## src/design/imusc_pkg.sv

```systemverilog
/*
  imusc_pkg: register map, field positions, reset values, timing counts
  and packed carriers for the system control and status register bank.
  assumes: 16-bit registers at their byte addresses on the serial access port.
*/
package imusc_pkg;

  // register addresses
  localparam logic [7:0] ADDR_FLASH_WRITE_COUNT = 8'h00;
  localparam logic [7:0] ADDR_ALARM1_THRESHOLD = 8'h26;
  localparam logic [7:0] ADDR_ALARM2_THRESHOLD = 8'h28;
  localparam logic [7:0] ADDR_ALARM1_SAMPLE_COUNT = 8'h2a;
  localparam logic [7:0] ADDR_ALARM2_SAMPLE_COUNT = 8'h2c;
  localparam logic [7:0] ADDR_ALARM_CONFIG = 8'h2e;
  localparam logic [7:0] ADDR_PIN_IO_CONTROL = 8'h32;
  localparam logic [7:0] ADDR_MISC_CONTROL = 8'h34;
  localparam logic [7:0] ADDR_DIAG_FLAGS = 8'h3c;
  localparam logic [7:0] ADDR_LOT_CODE_FIRST = 8'h52;
  localparam logic [7:0] ADDR_LOT_CODE_SECOND = 8'h54;
  localparam logic [7:0] ADDR_PRODUCT_CODE = 8'h56;
  localparam logic [7:0] ADDR_UNIT_SERIAL = 8'h58;

  // reset values
  localparam logic [15:0] RST_PIN_IO_CONTROL = 16'h0000;
  localparam logic [15:0] RST_MISC_CONTROL = 16'h0006;
  localparam logic [15:0] RST_DIAG_FLAGS = 16'h0000;
  localparam logic [15:0] RST_ALARM_THRESHOLD = 16'h0000;
  localparam logic [15:0] RST_ALARM_SAMPLE_COUNT = 16'h0000;
  localparam logic [15:0] RST_ALARM_CONFIG = 16'h0000;

  // writable bit masks
  localparam logic [15:0] MASK_PIN_IO_CONTROL = 16'h0f0f;
  localparam logic [15:0] MASK_MISC_CONTROL = 16'h0cc7;
  localparam logic [15:0] MASK_ALARM_THRESHOLD = 16'hbfff;
  localparam logic [15:0] MASK_ALARM_SAMPLE_COUNT = 16'h00ff;
  localparam logic [15:0] MASK_ALARM_CONFIG = 16'hffd7;

  // pin_io_control fields
  localparam int PIO_DIR_LSB = 0;
  localparam int PIO_LVL_LSB = 8;

  // misc_control fields
  localparam int MC_IND_LINE = 0;
  localparam int MC_IND_POL = 1;
  localparam int MC_IND_EN = 2;
  localparam int MC_ORIGIN_ALIGN = 6;
  localparam int MC_LIN_G_COMP = 7;
  localparam int MC_SELF_TEST = 10;
  localparam int MC_FLASH_TEST = 11;

  // alarm_config fields
  localparam int AC_IND_LINE = 0;
  localparam int AC_IND_POL = 1;
  localparam int AC_IND_EN = 2;
  localparam int AC_FILTER = 4;
  localparam int AC_DYN_LSB = 6;
  localparam int AC_SRC1_LSB = 8;
  localparam int AC_SRC2_LSB = 12;

  // alarm threshold fields
  localparam int TH_POL = 15;
  localparam int TH_VAL_MSB = 13;

  // diag_flags fields
  localparam int DF_SUPPLY_LSB = 0;
  localparam int DF_FLASH_UPD = 2;
  localparam int DF_SPI_FAIL = 3;
  localparam int DF_OVERRANGE = 4;
  localparam int DF_ST_DIAG = 5;
  localparam int DF_FLASH_SUM = 6;
  localparam int DF_ALARM_LSB = 8;
  localparam int DF_ST_AXIS_LSB = 10;

  // timing: data-ready pulse width
  localparam int CLK_HZ = 20_000_000;
  localparam int DRDY_PULSE_NS = 200;
  localparam int DRDY_PULSE_CYC = (DRDY_PULSE_NS * (CLK_HZ / 1_000_000) + 999) / 1000;

  // one set of output samples, signed 16-bit words
  typedef struct packed {
    logic [15:0] temp;
    logic [15:0] accl_z;
    logic [15:0] accl_y;
    logic [15:0] accl_x;
    logic [15:0] gyro_z;
    logic [15:0] gyro_y;
    logic [15:0] gyro_x;
  } imusc_sample_t;

  // register access request from the serial interface
  typedef struct packed {
    logic [7:0] addr;
    logic wr;
    logic [1:0] be;
    logic [15:0] wdata;
    logic rd;
  } imusc_access_t;

endpackage

```

## src/design/imusc_core.sv

```systemverilog
/*
  imusc_core: system control and status registers of the inertial module:
  aux lines, data-ready and alarm indicators, self-test and flash test
  triggers, clear-on-read diagnostics, identification and static/dynamic alarms.
  assumes: one register access per request, already decoded by the serial
  interface; sample_tick pulses once all output words are fresh; inputs are
  synchronous to sys_clk.
*/
// Notes on behaviour
// - pin_io_control bits 3..0 set each aux line direction, 1 means output.
// - bits 11..8 drive output lines; reads return sampled level of input lines.
// - default: active-high data-ready pulse on aux line 0 once samples are fresh.
// - misc_control bit 2 enables indicator, bit 1 polarity, bit 0 picks line.
// - gyro linear-g bias compensation enabled only while misc_control bit 7 set.
// - accelerometer origin alignment enabled only while misc_control bit 6 set.
// - writing bit 10 starts self-test; bit clears when routine completes.
// - diag_flags bits 15..10 hold per-axis self-test failures.
// - writing bit 11 starts flash checksum; result in diag bit 6; bit self-clears.
// - every complete read of diag_flags clears its error flags except supply bits 1..0.
// - a persisting error condition sets its flag again next sample cycle.
// - diag_flags bit 9 shows alarm 2 active, bit 8 alarm 1 active.
// - diag bits 5,4,3,2: self-test error, overrange, serial fail, flash update.
// - diag bits 1..0 clear by themselves once supply is back in range.
// - read-only lot codes, fixed product code and unit serial number.
// - 16-bit counter of flash write cycles, read in flash_write_count XORed with FLASH_COUNT_INIT.
// - two alarms: thresholds 0x26/0x28, counts 0x2a/0x2c, config 0x2e.
// - alarm_config holds source select, mode, filtering and indicator control.
// - static mode compares selected source directly against its threshold.
// - threshold bit 15 is polarity: 1 above threshold, 0 below.
// - threshold is bits 13..0, bit 14 ignored, in source format.
// - line function priority: misc_control, then alarm_config, then pin_io_control.
// - alarm_config bit 2 enables indicator, bit 1 polarity, bit 0 picks line.
// - sample-count bits 7..0 give dynamic period; 0 and 1 both mean one.
`timescale 1ns/1ns

module imusc_core #(
  parameter logic [15:0] PRODUCT_CODE = 16'h5a5a, // arbitrary neutral value
  parameter logic [15:0] FLASH_COUNT_INIT = 16'h0000,
  parameter int DRDY_CYC = imusc_pkg::DRDY_PULSE_CYC
) (
  input wire logic sys_clk,
  input wire logic rst_n,
  input wire imusc_pkg::imusc_access_t acc,
  output logic [15:0] acc_rdata,
  input wire logic sample_tick,
  input wire imusc_pkg::imusc_sample_t sample_raw,
  input wire imusc_pkg::imusc_sample_t sample_filt,
  input wire logic [3:0] aux_line_in,
  output logic [3:0] aux_line_out,
  output logic [3:0] aux_line_oe,
  output logic gyro_lin_g_comp_en,
  output logic accel_origin_align_en,
  output logic self_test_start,
  input wire logic self_test_done,
  input wire logic [5:0] self_test_fail,
  input wire logic self_test_diag_err,
  output logic flash_test_start,
  input wire logic flash_test_done,
  input wire logic flash_test_fail,
  input wire logic flash_write_done,
  input wire logic flash_update_fail,
  input wire logic spi_comm_fail,
  input wire logic overrange,
  input wire logic [1:0] supply_out_of_range,
  input wire logic [15:0] lot_code_first_in,
  input wire logic [15:0] lot_code_second_in,
  input wire logic [15:0] unit_serial_in
);

  // refused at elaboration: the pulse counter is only eight bits wide
  if (DRDY_CYC < 1 || DRDY_CYC > 255) begin : bad_drdy_cyc
    $error("imusc_core: DRDY_CYC must be 1..255");
  end

  ////////////////////////////////////////////////////////////////////////////
  // functions

  function automatic logic [15:0] merge_be(input logic [15:0] old_v, input logic [15:0] new_v,
                                           input logic [1:0] be, input logic [15:0] mask);
    logic [15:0] m;
    m = {{8{be[1]}}, {8{be[0]}}} & mask;
    merge_be = (old_v & ~m) | (new_v & m);
  endfunction

  function automatic logic [15:0] pick_source(input logic [3:0] sel,
                                              input imusc_pkg::imusc_sample_t s);
    case (sel)
      4'h1: pick_source = s.gyro_x;
      4'h2: pick_source = s.gyro_y;
      4'h3: pick_source = s.gyro_z;
      4'h4: pick_source = s.accl_x;
      4'h5: pick_source = s.accl_y;
      4'h6: pick_source = s.accl_z;
      4'h7: pick_source = s.temp;
      default: pick_source = 16'h0000;
    endcase
  endfunction

  // polarity 1 trips above, 0 below; bit 14 is dropped
  function automatic logic trips(input logic [15:0] value, input logic [15:0] thr);
    logic signed [15:0] lim;
    lim = $signed({{2{thr[imusc_pkg::TH_VAL_MSB]}}, thr[imusc_pkg::TH_VAL_MSB:0]});
    trips = thr[imusc_pkg::TH_POL] ? ($signed(value) > lim) : ($signed(value) < lim);
  endfunction

  ////////////////////////////////////////////////////////////////////////////
  // registers

  logic [15:0] pin_io_control_reg;
  logic [15:0] misc_control_reg;
  logic [15:0] diag_flags_reg;
  logic [15:0] diag_flags_next;
  logic [15:0] alarm_threshold_reg [2];
  logic [15:0] alarm_sample_count_reg [2];
  logic [15:0] alarm_config_reg;
  logic [15:0] flash_write_count_reg;
  logic [5:0] st_fail_reg;
  logic st_diag_reg;
  logic flash_sum_fail_reg;
  logic [1:0] alarm_hit_reg;
  logic [7:0] drdy_cnt_reg;

  logic wr_pio, wr_misc, wr_cfg;
  logic [1:0] wr_thr, wr_cnt;
  logic [15:0] misc_wr_val;

  assign wr_pio = acc.wr && acc.addr == imusc_pkg::ADDR_PIN_IO_CONTROL;
  assign wr_misc = acc.wr && acc.addr == imusc_pkg::ADDR_MISC_CONTROL;
  assign wr_cfg = acc.wr && acc.addr == imusc_pkg::ADDR_ALARM_CONFIG;
  assign wr_thr[0] = acc.wr && acc.addr == imusc_pkg::ADDR_ALARM1_THRESHOLD;
  assign wr_thr[1] = acc.wr && acc.addr == imusc_pkg::ADDR_ALARM2_THRESHOLD;
  assign wr_cnt[0] = acc.wr && acc.addr == imusc_pkg::ADDR_ALARM1_SAMPLE_COUNT;
  assign wr_cnt[1] = acc.wr && acc.addr == imusc_pkg::ADDR_ALARM2_SAMPLE_COUNT;
  assign misc_wr_val = merge_be(misc_control_reg, acc.wdata, acc.be,
                                imusc_pkg::MASK_MISC_CONTROL);

  always_ff @(posedge sys_clk or negedge rst_n) begin
    if (!rst_n) begin
      pin_io_control_reg <= imusc_pkg::RST_PIN_IO_CONTROL;
    end else if (wr_pio) begin
      // input-line levels are stored but never reach the pin
      pin_io_control_reg <= merge_be(pin_io_control_reg, acc.wdata, acc.be,
                                     imusc_pkg::MASK_PIN_IO_CONTROL);
    end
  end

  // trigger bits stay set until the engine reports completion
  always_ff @(posedge sys_clk or negedge rst_n) begin
    if (!rst_n) begin
      misc_control_reg <= imusc_pkg::RST_MISC_CONTROL;
      self_test_start <= 1'b0;
      flash_test_start <= 1'b0;
    end else begin
      self_test_start <= wr_misc && misc_wr_val[imusc_pkg::MC_SELF_TEST]
                         && !misc_control_reg[imusc_pkg::MC_SELF_TEST];
      flash_test_start <= wr_misc && misc_wr_val[imusc_pkg::MC_FLASH_TEST]
                          && !misc_control_reg[imusc_pkg::MC_FLASH_TEST];
      if (wr_misc) begin
        misc_control_reg <= misc_wr_val;
        // a running trigger cannot be cancelled by software
        if (misc_control_reg[imusc_pkg::MC_SELF_TEST]) begin
          misc_control_reg[imusc_pkg::MC_SELF_TEST] <= !self_test_done;
        end
        if (misc_control_reg[imusc_pkg::MC_FLASH_TEST]) begin
          misc_control_reg[imusc_pkg::MC_FLASH_TEST] <= !flash_test_done;
        end
      end else begin
        if (self_test_done) begin
          misc_control_reg[imusc_pkg::MC_SELF_TEST] <= 1'b0;
        end
        if (flash_test_done) begin
          misc_control_reg[imusc_pkg::MC_FLASH_TEST] <= 1'b0;
        end
      end
    end
  end

  assign gyro_lin_g_comp_en = misc_control_reg[imusc_pkg::MC_LIN_G_COMP];
  assign accel_origin_align_en = misc_control_reg[imusc_pkg::MC_ORIGIN_ALIGN];

  always_ff @(posedge sys_clk or negedge rst_n) begin
    if (!rst_n) begin
      alarm_config_reg <= imusc_pkg::RST_ALARM_CONFIG;
      for (int i = 0; i < 2; i++) begin
        alarm_threshold_reg[i] <= imusc_pkg::RST_ALARM_THRESHOLD;
        alarm_sample_count_reg[i] <= imusc_pkg::RST_ALARM_SAMPLE_COUNT;
      end
    end else begin
      if (wr_cfg) begin
        alarm_config_reg <= merge_be(alarm_config_reg, acc.wdata, acc.be,
                                     imusc_pkg::MASK_ALARM_CONFIG);
      end
      for (int i = 0; i < 2; i++) begin
        if (wr_thr[i]) begin
          alarm_threshold_reg[i] <= merge_be(alarm_threshold_reg[i], acc.wdata, acc.be,
                                             imusc_pkg::MASK_ALARM_THRESHOLD);
        end
        if (wr_cnt[i]) begin
          alarm_sample_count_reg[i] <= merge_be(alarm_sample_count_reg[i], acc.wdata,
                                                acc.be,
                                                imusc_pkg::MASK_ALARM_SAMPLE_COUNT);
        end
      end
    end
  end

  always_ff @(posedge sys_clk or negedge rst_n) begin
    if (!rst_n) begin
      flash_write_count_reg <= 16'h0000;
    end else if (flash_write_done) begin
      flash_write_count_reg <= flash_write_count_reg + 16'h0001;
    end
  end

  ////////////////////////////////////////////////////////////////////////////
  // alarms

  logic [15:0] alarm_src [2];
  logic [15:0] alarm_ref_reg [2];
  logic [15:0] alarm_delta_reg [2];
  logic [7:0] alarm_tick_cnt_reg [2];
  logic [1:0] alarm_cond;

  always_comb begin
    for (int i = 0; i < 2; i++) begin
      alarm_src[i] = pick_source(alarm_config_reg[imusc_pkg::AC_SRC1_LSB + 4 * i +: 4],
                                 alarm_config_reg[imusc_pkg::AC_FILTER] ? sample_filt
                                                                        : sample_raw);
      if (alarm_config_reg[imusc_pkg::AC_SRC1_LSB + 4 * i +: 4] == 4'h0 ||
          alarm_config_reg[imusc_pkg::AC_SRC1_LSB + 4 * i + 3]) begin
        alarm_cond[i] = 1'b0;
      end else if (alarm_config_reg[imusc_pkg::AC_DYN_LSB + i]) begin
        alarm_cond[i] = trips(alarm_delta_reg[i], alarm_threshold_reg[i]);
      end else begin
        alarm_cond[i] = trips(alarm_src[i], alarm_threshold_reg[i]);
      end
    end
  end

  // dynamic mode: change of the source across one period of samples
  always_ff @(posedge sys_clk or negedge rst_n) begin
    if (!rst_n) begin
      for (int i = 0; i < 2; i++) begin
        alarm_ref_reg[i] <= 16'h0000;
        alarm_delta_reg[i] <= 16'h0000;
        alarm_tick_cnt_reg[i] <= 8'h00;
      end
    end else if (sample_tick) begin
      for (int i = 0; i < 2; i++) begin
        if (alarm_tick_cnt_reg[i] + 8'h01 >= alarm_sample_count_reg[i][7:0]) begin
          alarm_tick_cnt_reg[i] <= 8'h00;
          alarm_delta_reg[i] <= alarm_src[i] - alarm_ref_reg[i];
          alarm_ref_reg[i] <= alarm_src[i];
        end else begin
          alarm_tick_cnt_reg[i] <= alarm_tick_cnt_reg[i] + 8'h01;
        end
      end
    end
  end

  always_ff @(posedge sys_clk or negedge rst_n) begin
    if (!rst_n) begin
      alarm_hit_reg <= 2'b00;
    end else if (sample_tick) begin
      alarm_hit_reg <= alarm_cond;
    end
  end

  ////////////////////////////////////////////////////////////////////////////
  // diagnostics

  logic diag_read;
  logic [15:0] diag_cond;
  logic [15:0] diag_event;

  assign diag_read = acc.rd && acc.addr == imusc_pkg::ADDR_DIAG_FLAGS;

  always_ff @(posedge sys_clk or negedge rst_n) begin
    if (!rst_n) begin
      st_fail_reg <= 6'b000000;
      st_diag_reg <= 1'b0;
      flash_sum_fail_reg <= 1'b0;
    end else begin
      if (self_test_done) begin
        st_fail_reg <= self_test_fail;
        st_diag_reg <= self_test_diag_err;
      end
      if (flash_test_done) begin
        flash_sum_fail_reg <= flash_test_fail;
      end
    end
  end

  // latched results keep re-asserting each sample until a test passes
  always_comb begin
    diag_cond = 16'h0000;
    diag_cond[imusc_pkg::DF_ST_AXIS_LSB +: 6] = st_fail_reg;
    diag_cond[imusc_pkg::DF_ALARM_LSB +: 2] = alarm_cond;
    diag_cond[imusc_pkg::DF_FLASH_SUM] = flash_sum_fail_reg;
    diag_cond[imusc_pkg::DF_ST_DIAG] = st_diag_reg;
    diag_cond[imusc_pkg::DF_OVERRANGE] = overrange;
    diag_event = 16'h0000;
    diag_event[imusc_pkg::DF_ST_AXIS_LSB +: 6] = self_test_done ? self_test_fail : 6'b000000;
    diag_event[imusc_pkg::DF_ST_DIAG] = self_test_done && self_test_diag_err;
    diag_event[imusc_pkg::DF_FLASH_SUM] = flash_test_done && flash_test_fail;
    diag_event[imusc_pkg::DF_SPI_FAIL] = spi_comm_fail;
    diag_event[imusc_pkg::DF_FLASH_UPD] = flash_update_fail;
    // set wins over the read clear
    diag_flags_next = (diag_read ? 16'h0000 : diag_flags_reg)
                      | (sample_tick ? diag_cond : 16'h0000) | diag_event;
    diag_flags_next[imusc_pkg::DF_SUPPLY_LSB +: 2] = supply_out_of_range;
    diag_flags_next[7] = 1'b0;
  end

  always_ff @(posedge sys_clk or negedge rst_n) begin
    if (!rst_n) begin
      diag_flags_reg <= imusc_pkg::RST_DIAG_FLAGS;
    end else begin
      diag_flags_reg <= diag_flags_next;
    end
  end

  ////////////////////////////////////////////////////////////////////////////
  // aux lines

  always_ff @(posedge sys_clk or negedge rst_n) begin
    if (!rst_n) begin
      drdy_cnt_reg <= 8'h00;
    end else if (sample_tick) begin
      drdy_cnt_reg <= DRDY_CYC[7:0];
    end else if (drdy_cnt_reg != 8'h00) begin
      drdy_cnt_reg <= drdy_cnt_reg - 8'h01;
    end
  end

  logic [3:0] line_out_next, line_oe_next;
  logic drdy_active;
  logic alarm_active;

  assign drdy_active = drdy_cnt_reg != 8'h00;
  assign alarm_active = |alarm_hit_reg;

  always_comb begin
    for (int k = 0; k < 4; k++) begin
      if (misc_control_reg[imusc_pkg::MC_IND_EN] &&
          k == int'(misc_control_reg[imusc_pkg::MC_IND_LINE])) begin
        line_oe_next[k] = 1'b1;
        line_out_next[k] = drdy_active ~^ misc_control_reg[imusc_pkg::MC_IND_POL];
      end else if (alarm_config_reg[imusc_pkg::AC_IND_EN] &&
                   k == int'(alarm_config_reg[imusc_pkg::AC_IND_LINE])) begin
        line_oe_next[k] = 1'b1;
        line_out_next[k] = alarm_active ~^ alarm_config_reg[imusc_pkg::AC_IND_POL];
      end else begin
        line_oe_next[k] = pin_io_control_reg[imusc_pkg::PIO_DIR_LSB + k];
        line_out_next[k] = pin_io_control_reg[imusc_pkg::PIO_LVL_LSB + k];
      end
    end
  end

  always_ff @(posedge sys_clk or negedge rst_n) begin
    if (!rst_n) begin
      aux_line_out <= 4'h0;
      aux_line_oe <= 4'h0;
    end else begin
      aux_line_out <= line_out_next;
      aux_line_oe <= line_oe_next;
    end
  end

  ////////////////////////////////////////////////////////////////////////////
  // read port

  logic [3:0] pio_level_view;
  logic [15:0] rdata_next;

  always_comb begin
    for (int k = 0; k < 4; k++) begin
      pio_level_view[k] = pin_io_control_reg[imusc_pkg::PIO_DIR_LSB + k]
                          ? pin_io_control_reg[imusc_pkg::PIO_LVL_LSB + k]
                          : aux_line_in[k];
    end
    case (acc.addr)
      imusc_pkg::ADDR_FLASH_WRITE_COUNT: rdata_next = flash_write_count_reg ^ FLASH_COUNT_INIT;
      imusc_pkg::ADDR_ALARM1_THRESHOLD: rdata_next = alarm_threshold_reg[0];
      imusc_pkg::ADDR_ALARM2_THRESHOLD: rdata_next = alarm_threshold_reg[1];
      imusc_pkg::ADDR_ALARM1_SAMPLE_COUNT: rdata_next = alarm_sample_count_reg[0];
      imusc_pkg::ADDR_ALARM2_SAMPLE_COUNT: rdata_next = alarm_sample_count_reg[1];
      imusc_pkg::ADDR_ALARM_CONFIG: rdata_next = alarm_config_reg;
      imusc_pkg::ADDR_PIN_IO_CONTROL: rdata_next = {4'h0, pio_level_view, 4'h0,
                                                    pin_io_control_reg[3:0]};
      imusc_pkg::ADDR_MISC_CONTROL: rdata_next = misc_control_reg;
      imusc_pkg::ADDR_DIAG_FLAGS: rdata_next = diag_flags_reg;
      imusc_pkg::ADDR_LOT_CODE_FIRST: rdata_next = lot_code_first_in;
      imusc_pkg::ADDR_LOT_CODE_SECOND: rdata_next = lot_code_second_in;
      imusc_pkg::ADDR_PRODUCT_CODE: rdata_next = PRODUCT_CODE;
      imusc_pkg::ADDR_UNIT_SERIAL: rdata_next = unit_serial_in;
      default: rdata_next = 16'h0000;
    endcase
  end

  always_ff @(posedge sys_clk or negedge rst_n) begin
    if (!rst_n) begin
      acc_rdata <= 16'h0000;
    end else if (acc.rd) begin
      acc_rdata <= rdata_next;
    end
  end

endmodule

```

## config.mk

```make
export PLATFORM = sky130hd
export DESIGN_NAME = imusc_core
export DESIGN_NICKNAME = d
export VERILOG_FILES = /design/src/design/imusc_pkg.sv /design/src/design/imusc_core.sv
export SDC_FILE = /design/constraint.sdc
export NUM_CORES = 1
export LEC_CHECK = 0
export CAP_MARGIN = 15
export CORE_ASPECT_RATIO = 2
export CORE_MARGIN = 2
export CORE_UTILIZATION = 40
export CTS_CLUSTER_SIZE = 40
export DETAILED_ROUTE_END_ITERATION = 8
export DONT_BUFFER_PORTS = 1
export HOLD_SLACK_MARGIN = 0.06
export PLACE_DENSITY = 0.52
export REMOVE_ABC_BUFFERS = 1
export SYNTH_ARGS = -nofsm -noshare
export SYNTH_HDL_FRONTEND = slang
export SYNTH_SLANG_ARGS = --single-unit
```

## constraint.sdc

```tcl
create_clock -name sys_clk -period 8.1 [get_ports sys_clk]
set_input_delay 0.405 -clock sys_clk [delete_from_list [all_inputs] [get_ports sys_clk]]
set_output_delay 0.405 -clock sys_clk [all_outputs]
set_load 0.02 [all_outputs]
```

==> metrics.cfg <==
[status]
status=completed

[cells_and_area]
nNetsFinal=2174
fillers=3991
area_growth_pct=10.3
fin_util=0.447
drive_gt1_frac=0.114
seq_area_um2=5760
multiInputGateArea_um2=9680

[clock_network]
cts_tree=done
root_buffer=clkbuf_16
worstSkewPairLatency_ns=0.55
clk_path_buf_depth=3
htreeDepth=1
cts.repair.resized=0
cts.clk_slew.worst_paths_ns=0.07
numCtsBuffers=24
cts_sinks=230

[synth]
muxShareOfSynthArea=0.135
dominantRegCellSynth=dfrtp_1
synthAdderAreaFrac=0.0905
synth_edf_count=0
ys_ff_latch=230
ys_types=82
synth_top_family_by_area=compound AO/OA/AOI/OAI gates
synth_common_cells=228 x dfrtp_1, 140 x nand2_1, 126 x inv_1
synth_async_sr_flop_share=1.00
syn_inst=1729
yosysMostFrequentCell=dfrtp_1
synth-compound-area-share=0.182
yosysWarnings=0
ys_seq_area_frac=0.352
avgSynthCellArea_um2=9.45
synthSimpleGateAreaFrac=0.150
synthXorXnorAreaFrac=0.0348
synth_area_leaders=dfrtp_1 35%, ha_1 8.8%, mux2_2 6.1%
syn-cell-area_um2=16300
yosys.area.top_type=dfrtp_1
synth_top_area_frac=0.349

[placement]
dp_slack_ns=3.16
dp_hpwl_mm=47.6
io_buffers=0
gp_congestion=0.986

[timing]
min_period_ns=4.99
finalHoldViolations=0
rsz0062_at_grt=no
finalSetupViolCount=0
fin_crit_sh=0.616
final_max_slew_viol_count=0
slew_headroom=0.0968
worst_pin_slew_ns=1.35
max_freq_mhz=201
hold_ws_ns=0.0844
fin_ws_ns=3.11
clock_skew_ns=0.0248
finalSetupTns_ns=0

[power_and_ir_drop]
peakVddDrop_mv=0.148
p_leak_nw=7.81
p_total_w=0.00366
p_per_area_nw_per_um2=203

[critical_path]
crit_type=reg -> reg
critical_path_required_ns=8.47
cp_num_buf_inv=1
path_cells=buf_4, mux2_2, a221oi_1, o211ai_1, ha_1, a21oi_1, nand2_1, a211oi_1, or3_1, o2111ai_2, o31ai_2, xnor2_1, o21ai_1
cp_slowest_cell=dfrtp_4
end_kind=flip-flop
critical_path.max_fanout=62
crit_arrival_ns=5.36
critPathTopFamily=compound AO/OA/AOI/OAI gates
cp_slowest_stage_delay_ns=1.03
cp-start-kind=flip-flop

[die]
start_util=0.405
die_area_um2=42600
die_x_um=147
die_h_um=290
ios=351
coreArea_um2=40300
row_count=104

[grt]
grt_pass1_vias=14573
grt_antenna_before_repair=20
top_usage_layer=met2
grt_util_met3=0.0450
met1_usage=0.281
grt_max_degree=231
grt-ovfl-total=0
grt_use_met2=0.536
grt_use_total=0.284
grt_pass1_wl_mm=91.0

[min_path]
hold_path_class=in -> reg
hp-start=sample_tick

[detailed_routing]
drt-pass1-iter-count=7
routed_wl_mm=61.6
vias=14035
ant_nets=0
viasPerCell=6.11
wl_per_cell_um=26.8
drt_iter0_markers=972
drc=0

[job]
maxCapViolCount=0

==> cell families after synthesis <==
group / after synthesis
AND/OR/NAND/NOR: 472
AO/OA/AOI/OAI: 442
flip-flops: 230
buffers and inverters: 202
multiplexers: 201
adder cells (fa/ha/maj): 117
XOR/XNOR: 65
==> worst min-delay path, stage by stage <==
cell,delay [ns]
o21ai_0,0.06
nand2_1,0.06
o31ai_1,0.06
==> per-layer routing <==
layer	wire length (µm)	up-vias
li1	-	6380
met1	20400	6803
met2	32700	655
met3	3590	193
met4	4830	4
met5	26	-
==> cells in the final DEF (no fill, tap or decap), drive strengths merged, types with 26 or more instances in the layout <==
cell type	Yosys	routed
dfrtp	228	228
nand2	142	142
inv	127	127
ha	115	115
nor2	112	112
mux2	101	101
mux2i	97	97
o21ai	97	97
o22ai	82	82
a21oi	81	81
nand3	47	47
dlygate4sd3	0	42
xnor2	40	40
clkbuf	31	33
nor3	30	30
a22oi	26	26
==> repair_timing <==
item                                   in CTS  in global routing
hold buffers                               44                  0
endpoints found under the hold margin     369                  0
buffers inserted                            0                  0
==> path summary, 6_finish.rpt <==
kind                                                endpoint  slack [ns]  cells after the start
max                          alarm_delta_reg[31]$_DFFE_PN0P_        3.11                     13
min                        alarm_tick_cnt_reg[5]$_DFFE_PN0P_        0.08                      3
max reg2reg                  alarm_delta_reg[31]$_DFFE_PN0P_        3.11                     13
min reg2reg                        aux_line_out[3]$_DFF_PN0_        0.41                      0
max in group asynchronous                          async pin        6.35                      2
min in group asynchronous        drdy_cnt_reg[3]$_DFFE_PN0P_        0.51                      2
==> through the flow <==
stage | instances | instance area [µm²]
2_1_floorplan | 1654 | 15900
3_3_place_gp | 2194 | 16700
3_5_place_dp | 2194 | 16700
4_1_cts | 2282 | 18000
5_1_grt | 2297 | 18000
6_report | 2297 | 18000
==> where the power goes <==
part / switching [W] / internal, W / leakage, nW
Clock: 0.000494 / 0.000729 / 0.430
Combinational: 0.000575 / 0.000419 / 4.47
Sequential: 0.000130 / 0.00131 / 2.91
Total: 0.00120 / 0.00246 / 7.81
==> layout make-up <==
cell class,count,share of cell area
Clock inverter,11,0.00944
Timing Repair Buffer,54,0.0301
Sequential cell,230,0.320
Tap cell,530,0.0368
Inverter,127,0.0264
Clock buffer,33,0.0385
Antenna cell,15,0.00208
Multi-Input combinational cell,1297,0.537
Power figures use the tool's default switching activity.
